### src/core/strap_config_defs.svh
/*
 * Offsets, reset values, frame limits and service ratios of the strap
 * configuration loader.
 * Assumes inclusion by bare name from the package; the core module sees its macros through it.
 */
`ifndef STRAP_CONFIG_DEFS_SVH
`define STRAP_CONFIG_DEFS_SVH

// ----------------
// Register byte offsets (word aligned)
// ----------------
`define REG_STRAP_LIVE 4'h0
`define REG_CTRL 4'h4
`define REG_STATUS 4'h8
`define REG_OAM_COUNT 4'hC

// ----------------
// Field positions and reset values
// ----------------
`define CTRL_LOOPBACK_BIT 0
`define CTRL_RESET 1'b0
`define STAT_OAM_PEND_BIT 0
`define STAT_FIBER_OK_BIT 1
`define STAT_EE_LOADED_BIT 2
`define STAT_LOOPBACK_BIT 3
`define STAT_MODE_LSB 4

// ----------------
// Frame limits in bytes
// ----------------
`define MAX_LEN_LONG 11'd1536
`define MAX_LEN_TAGGED 11'd1522
`define MAX_LEN_UNTAGGED 11'd1518

// ----------------
// High to low service ratios and clock divider
// ----------------
`define RATIO_10_TO_1 4'hA
`define RATIO_5_TO_1 4'h5
`define RATIO_2_TO_1 4'h2
`define MII_CLK_HALF 2'h1

`endif

### src/core/strap_config_pkg.sv
/*
 * Types shared by the strap configuration loader and its bench.
 * Assumes the constants header sits beside it.
 */
package strap_config_pkg;
`include "strap_config_defs.svh"

    // Raw strap levels, one bit per pin
    typedef struct packed {
        logic mode_sel_hi;
        logic mode_sel_lo;
        logic advertise_pause;
        logic port1_autoneg_en;
        logic port1_speed_sel;
        logic port1_duplex_sel;
        logic port1_force_pause;
        logic port2_autoneg_en;
        logic port2_speed_sel;
        logic port2_duplex_sel;
        logic port2_force_pause;
        logic loopback_error_drop;
        logic loopback_point_sel;
        logic strap_override_keep;
        logic port2_auto_cross_dis;
        logic port2_cross_sel;
        logic missing_link_en;
        logic fast_backoff_en;
        logic mii_rx_bit3_strap;
        logic mii_rx_bit2_strap;
        logic mii_rx_bit1_strap;
        logic mii_rx_bit0_strap;
        logic mii_cfg_hi;
        logic mii_cfg_lo;
        logic queue_service_hi;
        logic queue_service_lo;
    } strap_s;

    // Decoded operating mode
    typedef struct packed {
        logic conv_en;
        logic center_en;
        logic terminal_en;
        logic port1_fiber_only;
        logic mii_port_en;
        logic three_macs;
    } mode_cfg_s;

    // Per copper/fiber port settings
    typedef struct packed {
        logic autoneg_en;
        logic speed_100;
        logic duplex_full;
        logic advertise_pause;
        logic pause_en;
    } port_cfg_s;

    typedef enum logic [1:0] {
        MII_OFF,
        MII_PHY_ROLE,
        MII_MAC_ROLE,
        MII_PHY_SERIAL
    } mii_mode_e;

    // Switch MII port settings
    typedef struct packed {
        mii_mode_e mode;
        logic pause_full_en;
        logic half_duplex;
        logic speed_10;
        logic [10:0] max_len_tagged;
        logic [10:0] max_len_untagged;
    } mii_cfg_s;

    // Frame seen by the loopback path
    typedef struct packed {
        logic valid;
        logic is_oam;
        logic crc_err;
        logic undersize;
        logic oversize;
    } lb_frame_s;
endpackage

### src/core/media_converter_strap_config.sv
/*
 * Strap capture, EEPROM override and decode of the operating mode, port,
 * loopback, switch MII and queue service settings, with an Avalon-MM
 * register slave.
 * Assumes strap pins are asynchronous and settle while sys_rst is high,
 * and that the EEPROM loader and switch logic share clk.
 */
// The register offsets and the Avalon-MM register port were left to the implementer.
`timescale 1ns/1ps

module media_converter_strap_config (
    input wire logic clk,
    input wire logic sys_rst,
    input wire strap_config_pkg::strap_s strap_pins,
    input wire logic power_down_detect_n,
    input wire logic ee_valid,
    input wire strap_config_pkg::strap_s ee_data,
    input wire logic [1:0] an_pause_result,
    input wire logic converter_fault,
    input wire strap_config_pkg::lb_frame_s lb_frame,
    input wire logic q_slot,
    input wire logic q_hi_pend,
    input wire logic q_lo_pend,
    input wire logic oam_ack,
    input wire logic [3:0] avs_address,
    input wire logic avs_read,
    input wire logic avs_write,
    input wire logic [31:0] avs_writedata,
    input wire logic [3:0] avs_byteenable,
    output logic [31:0] avs_readdata,
    output logic avs_waitrequest,
    output strap_config_pkg::mode_cfg_s mode_cfg,
    output strap_config_pkg::port_cfg_s port1_cfg,
    output strap_config_pkg::port_cfg_s port2_cfg,
    output strap_config_pkg::mii_cfg_s mii_cfg,
    output logic missing_link_en,
    output logic fast_backoff_en,
    output logic port2_auto_cross_en,
    output logic port2_straight,
    output logic fiber_port_status,
    output logic loopback_at_port2,
    output logic lb_pass,
    output logic lb_drop,
    output logic oam_req,
    output logic term_state_bit0,
    output logic q_serve_hi,
    output logic q_serve_lo,
    output logic mii_tx_clock_o,
    output logic mii_tx_clock_oe,
    output logic mii_rx_clock_o,
    output logic mii_rx_clock_oe
);
    import strap_config_pkg::*;

    // ----------------
    // Functions
    // ----------------
    // Weight of the high queue per low frame; zero means strict
    function automatic logic [3:0] service_ratio(input logic [1:0] sel);
        logic [3:0] r;
        r = 4'h0;
        unique case (sel)
            2'b00: r = 4'h0;
            2'b01: r = `RATIO_10_TO_1;
            2'b10: r = `RATIO_5_TO_1;
            2'b11: r = `RATIO_2_TO_1;
        endcase
        return r;
    endfunction

    // Port settings from its straps and the negotiated pause result
    function automatic port_cfg_s port_decode(input logic an,
            input logic spd, input logic dpx, input logic ffc,
            input logic adv, input logic an_pause);
        port_cfg_s p;
        p.autoneg_en = an;
        p.speed_100 = spd;
        p.duplex_full = dpx;
        p.advertise_pause = adv;
        p.pause_en = ffc | an_pause;
        return p;
    endfunction

    // ----------------
    // Pin synchronisers
    // ----------------
    strap_s pins_meta_q;
    strap_s pins_q;
    logic pdd_meta_q;
    logic pdd_q;
    logic pdd_last_q;

    // Two stages; only the second is read by anything else
    always_ff @(posedge clk) begin
        pins_meta_q <= strap_pins;
        pins_q <= pins_meta_q;
        pdd_meta_q <= power_down_detect_n;
        pdd_q <= pdd_meta_q;
    end

    // ----------------
    // Strap capture and EEPROM override
    // ----------------
    strap_s strap_q;
    strap_s strap_d;
    logic ee_loaded_q;

    // Spared fields keep their pin values when the keep strap is high
    always_comb begin
        strap_d = ee_data;
        if (strap_q.strap_override_keep) begin
            strap_d.port2_autoneg_en = strap_q.port2_autoneg_en;
            strap_d.port2_speed_sel = strap_q.port2_speed_sel;
            strap_d.port2_duplex_sel = strap_q.port2_duplex_sel;
            strap_d.missing_link_en = strap_q.missing_link_en;
            strap_d.strap_override_keep = 1'b1;
        end
    end

    // Sampled every cycle of reset; the last sample before release holds
    always_ff @(posedge clk) begin
        if (sys_rst) begin
            strap_q <= pins_q;
        end else if (ee_valid) begin
            strap_q <= strap_d;
        end
    end

    always_ff @(posedge clk) begin
        if (sys_rst) begin
            ee_loaded_q <= 1'b0;
        end else if (ee_valid) begin
            ee_loaded_q <= 1'b1;
        end
    end

    // ----------------
    // Operating mode decode
    // ----------------
    mode_cfg_s mode_d;

    always_comb begin
        mode_d = '0;
        unique case ({strap_q.mode_sel_hi, strap_q.mode_sel_lo})
            2'b00: begin
                mode_d.mii_port_en = 1'b1;
                mode_d.three_macs = 1'b1;
            end
            2'b01: begin
                mode_d.conv_en = 1'b1;
                mode_d.center_en = 1'b1;
                mode_d.port1_fiber_only = 1'b1;
                mode_d.mii_port_en = 1'b1;
                mode_d.three_macs = 1'b1;
            end
            2'b10: begin
                mode_d.conv_en = 1'b1;
                mode_d.terminal_en = 1'b1;
                mode_d.port1_fiber_only = 1'b1;
            end
            2'b11: begin
                mode_d.conv_en = 1'b1;
                mode_d.terminal_en = 1'b1;
                mode_d.port1_fiber_only = 1'b1;
                mode_d.mii_port_en = 1'b1;
                mode_d.three_macs = 1'b1;
            end
        endcase
    end

    // ----------------
    // Port, crossover and MII settings, all registered
    // ----------------
    mii_cfg_s mii_d;

    always_comb begin
        mii_d.mode = mii_mode_e'({strap_q.mii_cfg_hi,
                                  strap_q.mii_cfg_lo});
        mii_d.pause_full_en = strap_q.mii_rx_bit3_strap;
        mii_d.half_duplex = strap_q.mii_rx_bit2_strap;
        mii_d.speed_10 = strap_q.mii_rx_bit1_strap;
        // Long limit covers both tag states when pulled down
        if (strap_q.mii_rx_bit0_strap) begin
            mii_d.max_len_tagged = `MAX_LEN_TAGGED;
            mii_d.max_len_untagged = `MAX_LEN_UNTAGGED;
        end else begin
            mii_d.max_len_tagged = `MAX_LEN_LONG;
            mii_d.max_len_untagged = `MAX_LEN_LONG;
        end
    end

    always_ff @(posedge clk) begin
        if (sys_rst) begin
            mode_cfg <= '0;
            port1_cfg <= '0;
            port2_cfg <= '0;
            mii_cfg <= '0;
        end else begin
            mode_cfg <= mode_d;
            port1_cfg <= port_decode(strap_q.port1_autoneg_en,
                strap_q.port1_speed_sel, strap_q.port1_duplex_sel,
                strap_q.port1_force_pause, strap_q.advertise_pause,
                an_pause_result[0]);
            port2_cfg <= port_decode(strap_q.port2_autoneg_en,
                strap_q.port2_speed_sel, strap_q.port2_duplex_sel,
                strap_q.port2_force_pause, strap_q.advertise_pause,
                an_pause_result[1]);
            mii_cfg <= mii_d;
        end
    end

    always_ff @(posedge clk) begin
        if (sys_rst) begin
            missing_link_en <= 1'b0;
            fast_backoff_en <= 1'b0;
            port2_auto_cross_en <= 1'b1;
            port2_straight <= 1'b0;
        end else begin
            missing_link_en <= strap_q.missing_link_en;
            fast_backoff_en <= strap_q.fast_backoff_en;
            port2_auto_cross_en <= ~strap_q.port2_auto_cross_dis;
            // Manual choice only matters with auto crossover off
            port2_straight <= strap_q.port2_auto_cross_dis
                              & strap_q.port2_cross_sel;
        end
    end

    // ----------------
    // MII clocks
    // ----------------
    logic [1:0] mii_div_q;
    logic mii_clk_q;
    logic mii_drive;

    // Both PHY roles own the clocks; MAC role and off leave them input
    assign mii_drive = (mii_cfg.mode == MII_PHY_ROLE)
                       | (mii_cfg.mode == MII_PHY_SERIAL);

    // Divided from clk; true line rates come from a PLL outside
    always_ff @(posedge clk) begin
        if (sys_rst || !mii_drive) begin
            mii_div_q <= 2'h0;
            mii_clk_q <= 1'b0;
        end else if (mii_div_q == `MII_CLK_HALF) begin
            mii_div_q <= 2'h0;
            mii_clk_q <= ~mii_clk_q;
        end else begin
            mii_div_q <= mii_div_q + 2'h1;
        end
    end

    assign mii_tx_clock_o = mii_clk_q;
    assign mii_rx_clock_o = mii_clk_q;
    assign mii_tx_clock_oe = mii_drive;
    assign mii_rx_clock_oe = mii_drive;

    // ----------------
    // Converter loopback and fiber status
    // ----------------
    logic loop_en_q;
    logic lb_active;
    logic lb_bad;

    // High point setting is reserved, so no loopback is run there
    assign lb_active = loop_en_q & mode_cfg.conv_en
                       & ~strap_q.loopback_point_sel;
    assign lb_bad = lb_frame.crc_err | lb_frame.undersize
                    | lb_frame.oversize;

    always_ff @(posedge clk) begin
        if (sys_rst) begin
            loopback_at_port2 <= 1'b0;
            lb_pass <= 1'b0;
            lb_drop <= 1'b0;
            fiber_port_status <= 1'b1;
        end else begin
            loopback_at_port2 <= lb_active;
            lb_drop <= lb_active & lb_frame.valid & (lb_frame.is_oam
                | (strap_q.loopback_error_drop & lb_bad));
            lb_pass <= lb_active & lb_frame.valid & ~lb_frame.is_oam
                & ~(strap_q.loopback_error_drop & lb_bad);
            fiber_port_status <= ~(lb_active | converter_fault);
        end
    end

    // ----------------
    // Terminal state OAM request
    // ----------------
    logic pdd_fall;
    logic [7:0] oam_count_q;

    assign pdd_fall = pdd_last_q & ~pdd_q;

    always_ff @(posedge clk) begin
        if (sys_rst) begin
            pdd_last_q <= 1'b1;
        end else begin
            pdd_last_q <= pdd_q;
        end
    end

    // A new fall in the acknowledge cycle keeps the request up
    always_ff @(posedge clk) begin
        if (sys_rst) begin
            oam_req <= 1'b0;
            term_state_bit0 <= 1'b0;
        end else if (pdd_fall && mode_cfg.terminal_en) begin
            oam_req <= 1'b1;
            term_state_bit0 <= 1'b1;
        end else if (oam_ack) begin
            oam_req <= 1'b0;
        end
    end

    // Wraps at 255; software takes differences
    always_ff @(posedge clk) begin
        if (sys_rst) begin
            oam_count_q <= 8'h00;
        end else if (pdd_fall && mode_cfg.terminal_en) begin
            oam_count_q <= oam_count_q + 8'h01;
        end
    end

    // ----------------
    // Split queue service
    // ----------------
    logic [3:0] ratio;
    logic [3:0] hi_run_q;
    logic take_hi;

    assign ratio = service_ratio({strap_q.queue_service_hi,
                                  strap_q.queue_service_lo});
    // Strict mode never lets low go ahead of a waiting high frame
    assign take_hi = q_hi_pend
                     & ((ratio == 4'h0) | (hi_run_q < ratio)
                        | ~q_lo_pend);

    always_ff @(posedge clk) begin
        if (sys_rst) begin
            hi_run_q <= 4'h0;
            q_serve_hi <= 1'b0;
            q_serve_lo <= 1'b0;
        end else begin
            q_serve_hi <= q_slot & take_hi;
            q_serve_lo <= q_slot & ~take_hi & q_lo_pend;
            if (q_slot && take_hi && hi_run_q != 4'hF) begin
                hi_run_q <= hi_run_q + 4'h1;
            end else if (q_slot && !take_hi && q_lo_pend) begin
                hi_run_q <= 4'h0;
            end
        end
    end

    // ----------------
    // Avalon-MM slave
    // ----------------
    logic ack_q;
    logic [31:0] rd_d;
    logic [31:0] status_word;

    assign status_word = {20'h0, 2'b00, mode_cfg.mii_port_en,
        mode_cfg.terminal_en, mode_cfg.center_en, mode_cfg.conv_en,
        lb_active, ee_loaded_q, fiber_port_status, oam_req};

    // One wait cycle on every access, so read data come from a flop
    assign avs_waitrequest = (avs_read | avs_write) & ~ack_q;

    always_ff @(posedge clk) begin
        if (sys_rst) begin
            ack_q <= 1'b0;
        end else begin
            ack_q <= (avs_read | avs_write) & ~ack_q;
        end
    end

    // Unmapped offsets read as zero
    always_comb begin
        rd_d = 32'h0;
        unique case (avs_address)
            `REG_STRAP_LIVE: rd_d = {6'h00, strap_q};
            `REG_CTRL: rd_d = {31'h0, loop_en_q};
            `REG_STATUS: rd_d = status_word;
            `REG_OAM_COUNT: rd_d = {24'h0, oam_count_q};
            default: rd_d = 32'h0;
        endcase
    end

    always_ff @(posedge clk) begin
        if (sys_rst) begin
            avs_readdata <= 32'h0;
        end else if (avs_read && !ack_q) begin
            avs_readdata <= rd_d;
        end
    end

    // Write lands at the edge where waitrequest is seen low
    always_ff @(posedge clk) begin
        if (sys_rst) begin
            loop_en_q <= `CTRL_RESET;
        end else if (avs_write && ack_q && avs_address == `REG_CTRL
                     && avs_byteenable[0]) begin
            loop_en_q <= avs_writedata[`CTRL_LOOPBACK_BIT];
        end
    end
endmodule

### config.mk
export PLATFORM = sky130hd
export DESIGN_NAME = media_converter_strap_config
export DESIGN_NICKNAME = d
export VERILOG_FILES = /design/src/core/strap_config_pkg.sv /design/src/core/media_converter_strap_config.sv
export VERILOG_INCLUDE_DIRS = /design/src /design/src/core
export SDC_FILE = /design/constraint.sdc
export NUM_CORES = 1
export LEC_CHECK = 0
export ABC_CLOCK_PERIOD_IN_PS = 4300
export BUFFER_PORTS_ARGS = -buffer_cell sky130_fd_sc_hd__buf_2
export CORE_ASPECT_RATIO = 0.75
export CORE_MARGIN = 3
export CORE_UTILIZATION = 50
export DETAILED_ROUTE_END_ITERATION = 10
export PLACE_DENSITY = 0.91
export SLEW_MARGIN = 10
export SYNTH_ARGS = -nofsm -noshare
export SYNTH_HDL_FRONTEND = slang
export SYNTH_SLANG_ARGS = --single-unit
### constraint.sdc
create_clock -name clk -period 4.3 [get_ports clk]
set_input_delay 0.215 -clock clk [delete_from_list [all_inputs] [get_ports clk]]
set_output_delay 0.215 -clock clk [all_outputs]
set_load 0.02 [all_outputs]
Word level (Yosys, flattened, before mapping)
Index checks and enable logic that the tools add are counted.
Storage, ports and cells
  output and inout bits: 92
  logic and storage cells: 214
  register bits: 184
  bits of input ports: 110
Operators by class
  bitwise gates (word level): 34
  $lt $le $gt $ge: 1
  mux-type cells: 16
  add/sub/neg operators: 3
  eq/ne operators: 14
  reduce and logical (&&, ||, !) cells: 25
Operators by type and width (count)
  one-hot mux 26 bit (4 select lines): 1
  2-to-1 mux 26 bit: 2
  2-to-1 mux 21 bit: 1
  one-hot mux 4 bit (4 select lines): 1
  bitwise AND 1 bit: 14
  equality test 2 bit (second input constant): 5
  inverter 1 bit: 10
  bitwise OR 1 bit: 10
  logical AND 1 bit: 9
  adder 8 x 1 -> 8 bit (second input constant): 1
  equality test 2 x 1 -> 1 bit (second input constant): 4
  equality test 4 bit (second input constant): 2
  zero test 4 bit: 2
  2-to-1 mux 4 bit: 2
  2-to-1 mux 1 bit: 7
  nonzero test 2 bit: 3
  OR reduction 3 bit: 2
  adder 4 x 1 -> 4 bit (second input constant): 1
  equality test 4 x 3 -> 1 bit (second input constant): 1
  zero test 2 bit: 2
  less-than comparator 4 bit: 1
  != test 4 bit (second input constant): 1
  OR reduction 2 bit: 2
  zero test 1 bit: 3
  other kinds (6): 6

Logic depth before layout (Yosys ltp)
  word-level depth: 11
  gate-level depth with buffers: 8
  mapped depth without buffers: 8

Worst setup path after synthesis
Ideal clock, no wire load.
  path kind: register to register
  from: reg strap_q[1] in the netlist's numbering
  to: reg hi_run_q[0]
  cell stages (with the launch flop): 8
  setup time: 0.128 ns
  arrival: 1.686 ns
  path slack: 2.486 ns
  data required time: 4.172 ns
  cells stage by stage: edfxtp_1 nand2b_1 ha_1 o211ai_1 o21a_4 a211o_2 nand4_1 o31ai_1
Between the ends
  word-level cells in the longest chain between the ends: 10
  elaborated cells on any way between the ends: 17
  classes of those cells: 1 x order compare; 3 x eq/ne; 2 x mux; 3 x bitwise; 8 x reduce/logical
RTL lines
  from (decl): RTL line media_converter_strap_config.sv:104  | strap_s strap_q;
  from (signal assigned): RTL line media_converter_strap_config.sv:123  | strap_q <= pins_q;
  from (signal assigned): RTL line media_converter_strap_config.sv:125  | strap_q <= strap_d;
  equality test 2 bit (tied with other cells): RTL line media_converter_strap_config.sv:62  | unique case (sel)
  one-hot mux 4 bit (4 select lines) (*): RTL line media_converter_strap_config.sv:62
  less-than comparator 4 bit or zero test 4 bit (tied branches): RTL line media_converter_strap_config.sv:335  | & ((ratio == 4'h0) | (hi_run_q < ratio)
  bitwise OR 1 bit (*): RTL line media_converter_strap_config.sv:335
  bitwise OR 1 bit (*): RTL line media_converter_strap_config.sv:336  | | ~q_lo_pend);
  bitwise AND 1 bit (*): RTL line media_converter_strap_config.sv:335
  zero test 1 bit: RTL line media_converter_strap_config.sv:348  | end else if (q_slot && !take_hi && q_lo_pend) begin
  logical AND 1 bit (2 in a row): RTL line media_converter_strap_config.sv:348
  nonzero test 2 bit (no source line)
  to (signal assigned): RTL line media_converter_strap_config.sv:347  | hi_run_q <= hi_run_q + 4'h1;
  to (decl): RTL line media_converter_strap_config.sv:328  | logic [3:0] hi_run_q;
Mark *: on every way between the ends. The rest lies on a longest branch, timed or not.
A chain may end at the register's enable or synchronous reset.

Worst setup path in the final report
  from: reg strap_q[0] in the netlist's numbering
  to: reg hi_run_q[0]
Same word-level chain as after synthesis.

==> run metrics <==
drt pass-1 iters 5; Ports just over 200; CTS tree yes; total CTS buffers 17; Clock transition at path regs 0.06 ns; final slew viol count 0; GRT overflow 0; Cell Area, Synth roughly 5300 um2; initial antenna violation count 0; Max-cap violations 0; layout cells sized above 1 between 30% and 40%; maximum VDD drop between 0.0003 and 0.0004 V; Reg2Reg Depth 8; row cnt 31; Worst-Margin Slew 1.13 ns; core area roughly 10000 um2; maximum fanout along the worst path 6; Fmax achieved between 400 and 500 MHz; Post-synth ARST share 0%; H-tree depth 4; die width between 100 and 150 um; cts repair resizes 0; Yosys reg bits 158; Port Buffers between 150 and 200; Ant. Diodes 0; HP Class input pin to register; # fillers around 700; gpl congestion ~0.82; EDFF count, synth 26; setup TNS 0 ns; Setup crit end hi_run_q[0]; Cells after Synth around 440; RSZ-0062 raised after global routing false; Crit. End Element register; clk buf depth 2; Crit Path Class register to register; total wire length between 10 and 15 mm; Area contributors post-synth dfxtp_1 (50%), edfxtp_1 (15%), mux2_2 (5.3%), buf_4 (4.7%), nor2_1 (4.0%); Rel. slew slack between 20% and 30%; origin of the critical flop-to-flop path strap_q[0]; area leader, netlist dfxtp_1; vias between 3000 and 4000; later-pin clock latency in the skew report 0.41 ns; setup slack at placement 2.02 ns; dpl hpwl between 7 and 8 mm; vias in the first global route between 3000 and 4000; worst reg2reg endpoint hi_run_q[0]; fin cells 751; Final ANT Viol Nets 0; leakage between 0.003 and 0.004 uW; Critical Path Start strap_q[0]; YS warnings 0; first-pass GRT wire length a little under 20 mm; Finish-stage setup viols 0; final worst slack 2.29 ns; Worst Path Required 4.58 ns; Initial DRC Count ~180; post-synth cell types 48; drt drc 0; Seq/Total Area, Yosys between 60% and 70%; syn avg cell area 12.1 um2; Area growth syn-to-layout 29.0%; Reg area about 3400 um2; area of the multi-input gates 1580 um2; height of the die ~95 um; largest net degree at the start of global routing between 50 and 60; period utilisation layout 46.7%; PwrDens approximately 490 nW/um2; Util after Layout slightly below 70%; Total Nets Final around 720; GRT Resource Usage Total between 20% and 30%; startpoint types register; dpl cells between 600 and 700; Setup Skew about 0.0086 ns; Initial Util between 50 and 60%; post-layout min period 2.01 ns; top-area cell type share of the netlist area between 40% and 50%; worst hold path depth 3; DR WL/cell 16.6 um; status finished clean; vias per inst just over 5; Worst R2R Setup Slack between 2 and 2.5 ns; Worst EP arrival between 2 and 2.5 ns; Hold Fails Final Rpt 0; top_reg_cell synth dfxtp_1; clk sinks about 160; Die Footprint 11900 um2; CTS root buffer clkbuf_16
-- Yosys cell counts (all sizes together) (2+ instances only) --
library cell  instances
nor3                  6
nand4                 4
buf                  41
nor2                 56
nand2b                2
a22oi                26
ha                    6
clkbuf               10
o21ai                13
nand2                16
and2                  2
edfxtp               26
mux2                 25
dfxtp               132
a21oi                 5
o211ai                2
xnor2                 2
mux2i                 9
nor2b                16
a21o                  2
and3b                 2
inv                   6
xor2                  6
or2                   3
nand3                 5
and3                  3
-- layer usage --
layer  vias up  GRT usage (%)  share of wire, %
met5         -              0                 0
met4         0           8.12               1.6
met3        22           7.56               7.0
met2       151           39.2                53
met1      1803           22.5                39
li1       1808              -                 -
-- flip-flops by register name, summed over array words and instances (netlist names), 2 cells and up --
register and cells:
hi_run_q 4, avs_readdata 26, port1_cfg 4, mode_cfg 4
mii_div_q 2, mii_d 5, strap_q 21, mii_cfg 8
port2_cfg 5, pins_q 26, pins_meta_q 26, oam_count_q 8
-- worst max-delay path, stage by stage (launching register included) --
cell and delay (ns):
edfxtp_1 0.49, inv_1 0.12, nand2_1 0.07, ha_1 0.29
o211ai_1 0.10, o21a_4 0.25, a211o_2 0.37, nand4_1 0.10
o31ai_1 0.08
-- worst min-delay path by stage --
stage	start	end
detailed placement	pdd_meta_q	pdd_q
CTS	an_pause_result[1]	port2_cfg[0]
global placement	pins_meta_q[11]	pins_q[11]
floorplan	power_down_detect_n	pdd_meta_q
finish	an_pause_result[1]	port2_cfg[0]
global route	avs_writedata[0]	loop_en_q
-- what timing repair did --
action,in CTS,in global routing
hold buffers,29,0
endpoints found under the hold margin,29,0
setup endpoints to repair,0,0
setup buffers,0,0
-- power breakdown --
part | internal (uW) | switching [uW] | leakage, uW | total [uW]
Clock | 869 | 607 | 0.000293 | 1480
Combinational | 115 | 153 | 0.00143 | 267
Sequential | 1580 | 40.0 | 0.00136 | 1620
-- logic make-up after synthesis --
kind of cell	Yosys count	synth area share, %
multiplexers	35	7.41
AO/OA/AOI/OAI	55	7.32
flip-flops	158	64.4
AND/OR/NAND/NOR	121	11.5
XOR/XNOR	8	1.32
other	1	0.0705
adder cells (fa/ha/maj)	6	1.41
buffers and inverters	57	6.66
-- placed cells by master (no fill, tap or decap), types with 8 or more instances in the layout --
| cell | netlist | routed |
|---|---|---|
| dlygate4sd3_1 | 0 | 29 |
| nand2_1 | 16 | 16 |
| a22oi_1 | 25 | 25 |
| edfxtp_1 | 26 | 26 |
| nor2_1 | 56 | 56 |
| conb_1 | 1 | 11 |
| mux2i_1 | 9 | 9 |
| buf_2 | 7 | 155 |
| mux2_2 | 25 | 25 |
| clkbuf_16 | 0 | 17 |
| nor2b_1 | 16 | 16 |
| o21ai_0 | 8 | 8 |
| dfxtp_1 | 132 | 132 |
-- metrics by stage --
step / cell area (um2) / power (uW) / hold slack (ns)
final: 6860 / 3370 / 0.0241
after global placement: 5990 / 1890 / 0.311
after floorplan: 5360 / 1820 / 0.243
after global routing: 6860 / 3480 / 0.0411
after detailed placement: 5990 / 1900 / 0.312
after CTS: 6860 / 3390 / 0.0117
-- final cells by class --
type	instances	area share, %
sequential	158	49.9
multi-input combinational	236	23.0
timing repair buffer	187	15.9
clock buffer	18	6.25
tap	132	2.41
clock inverter	14	2.26
inverter	6	0.328
Power figures use the tool's default switching activity.
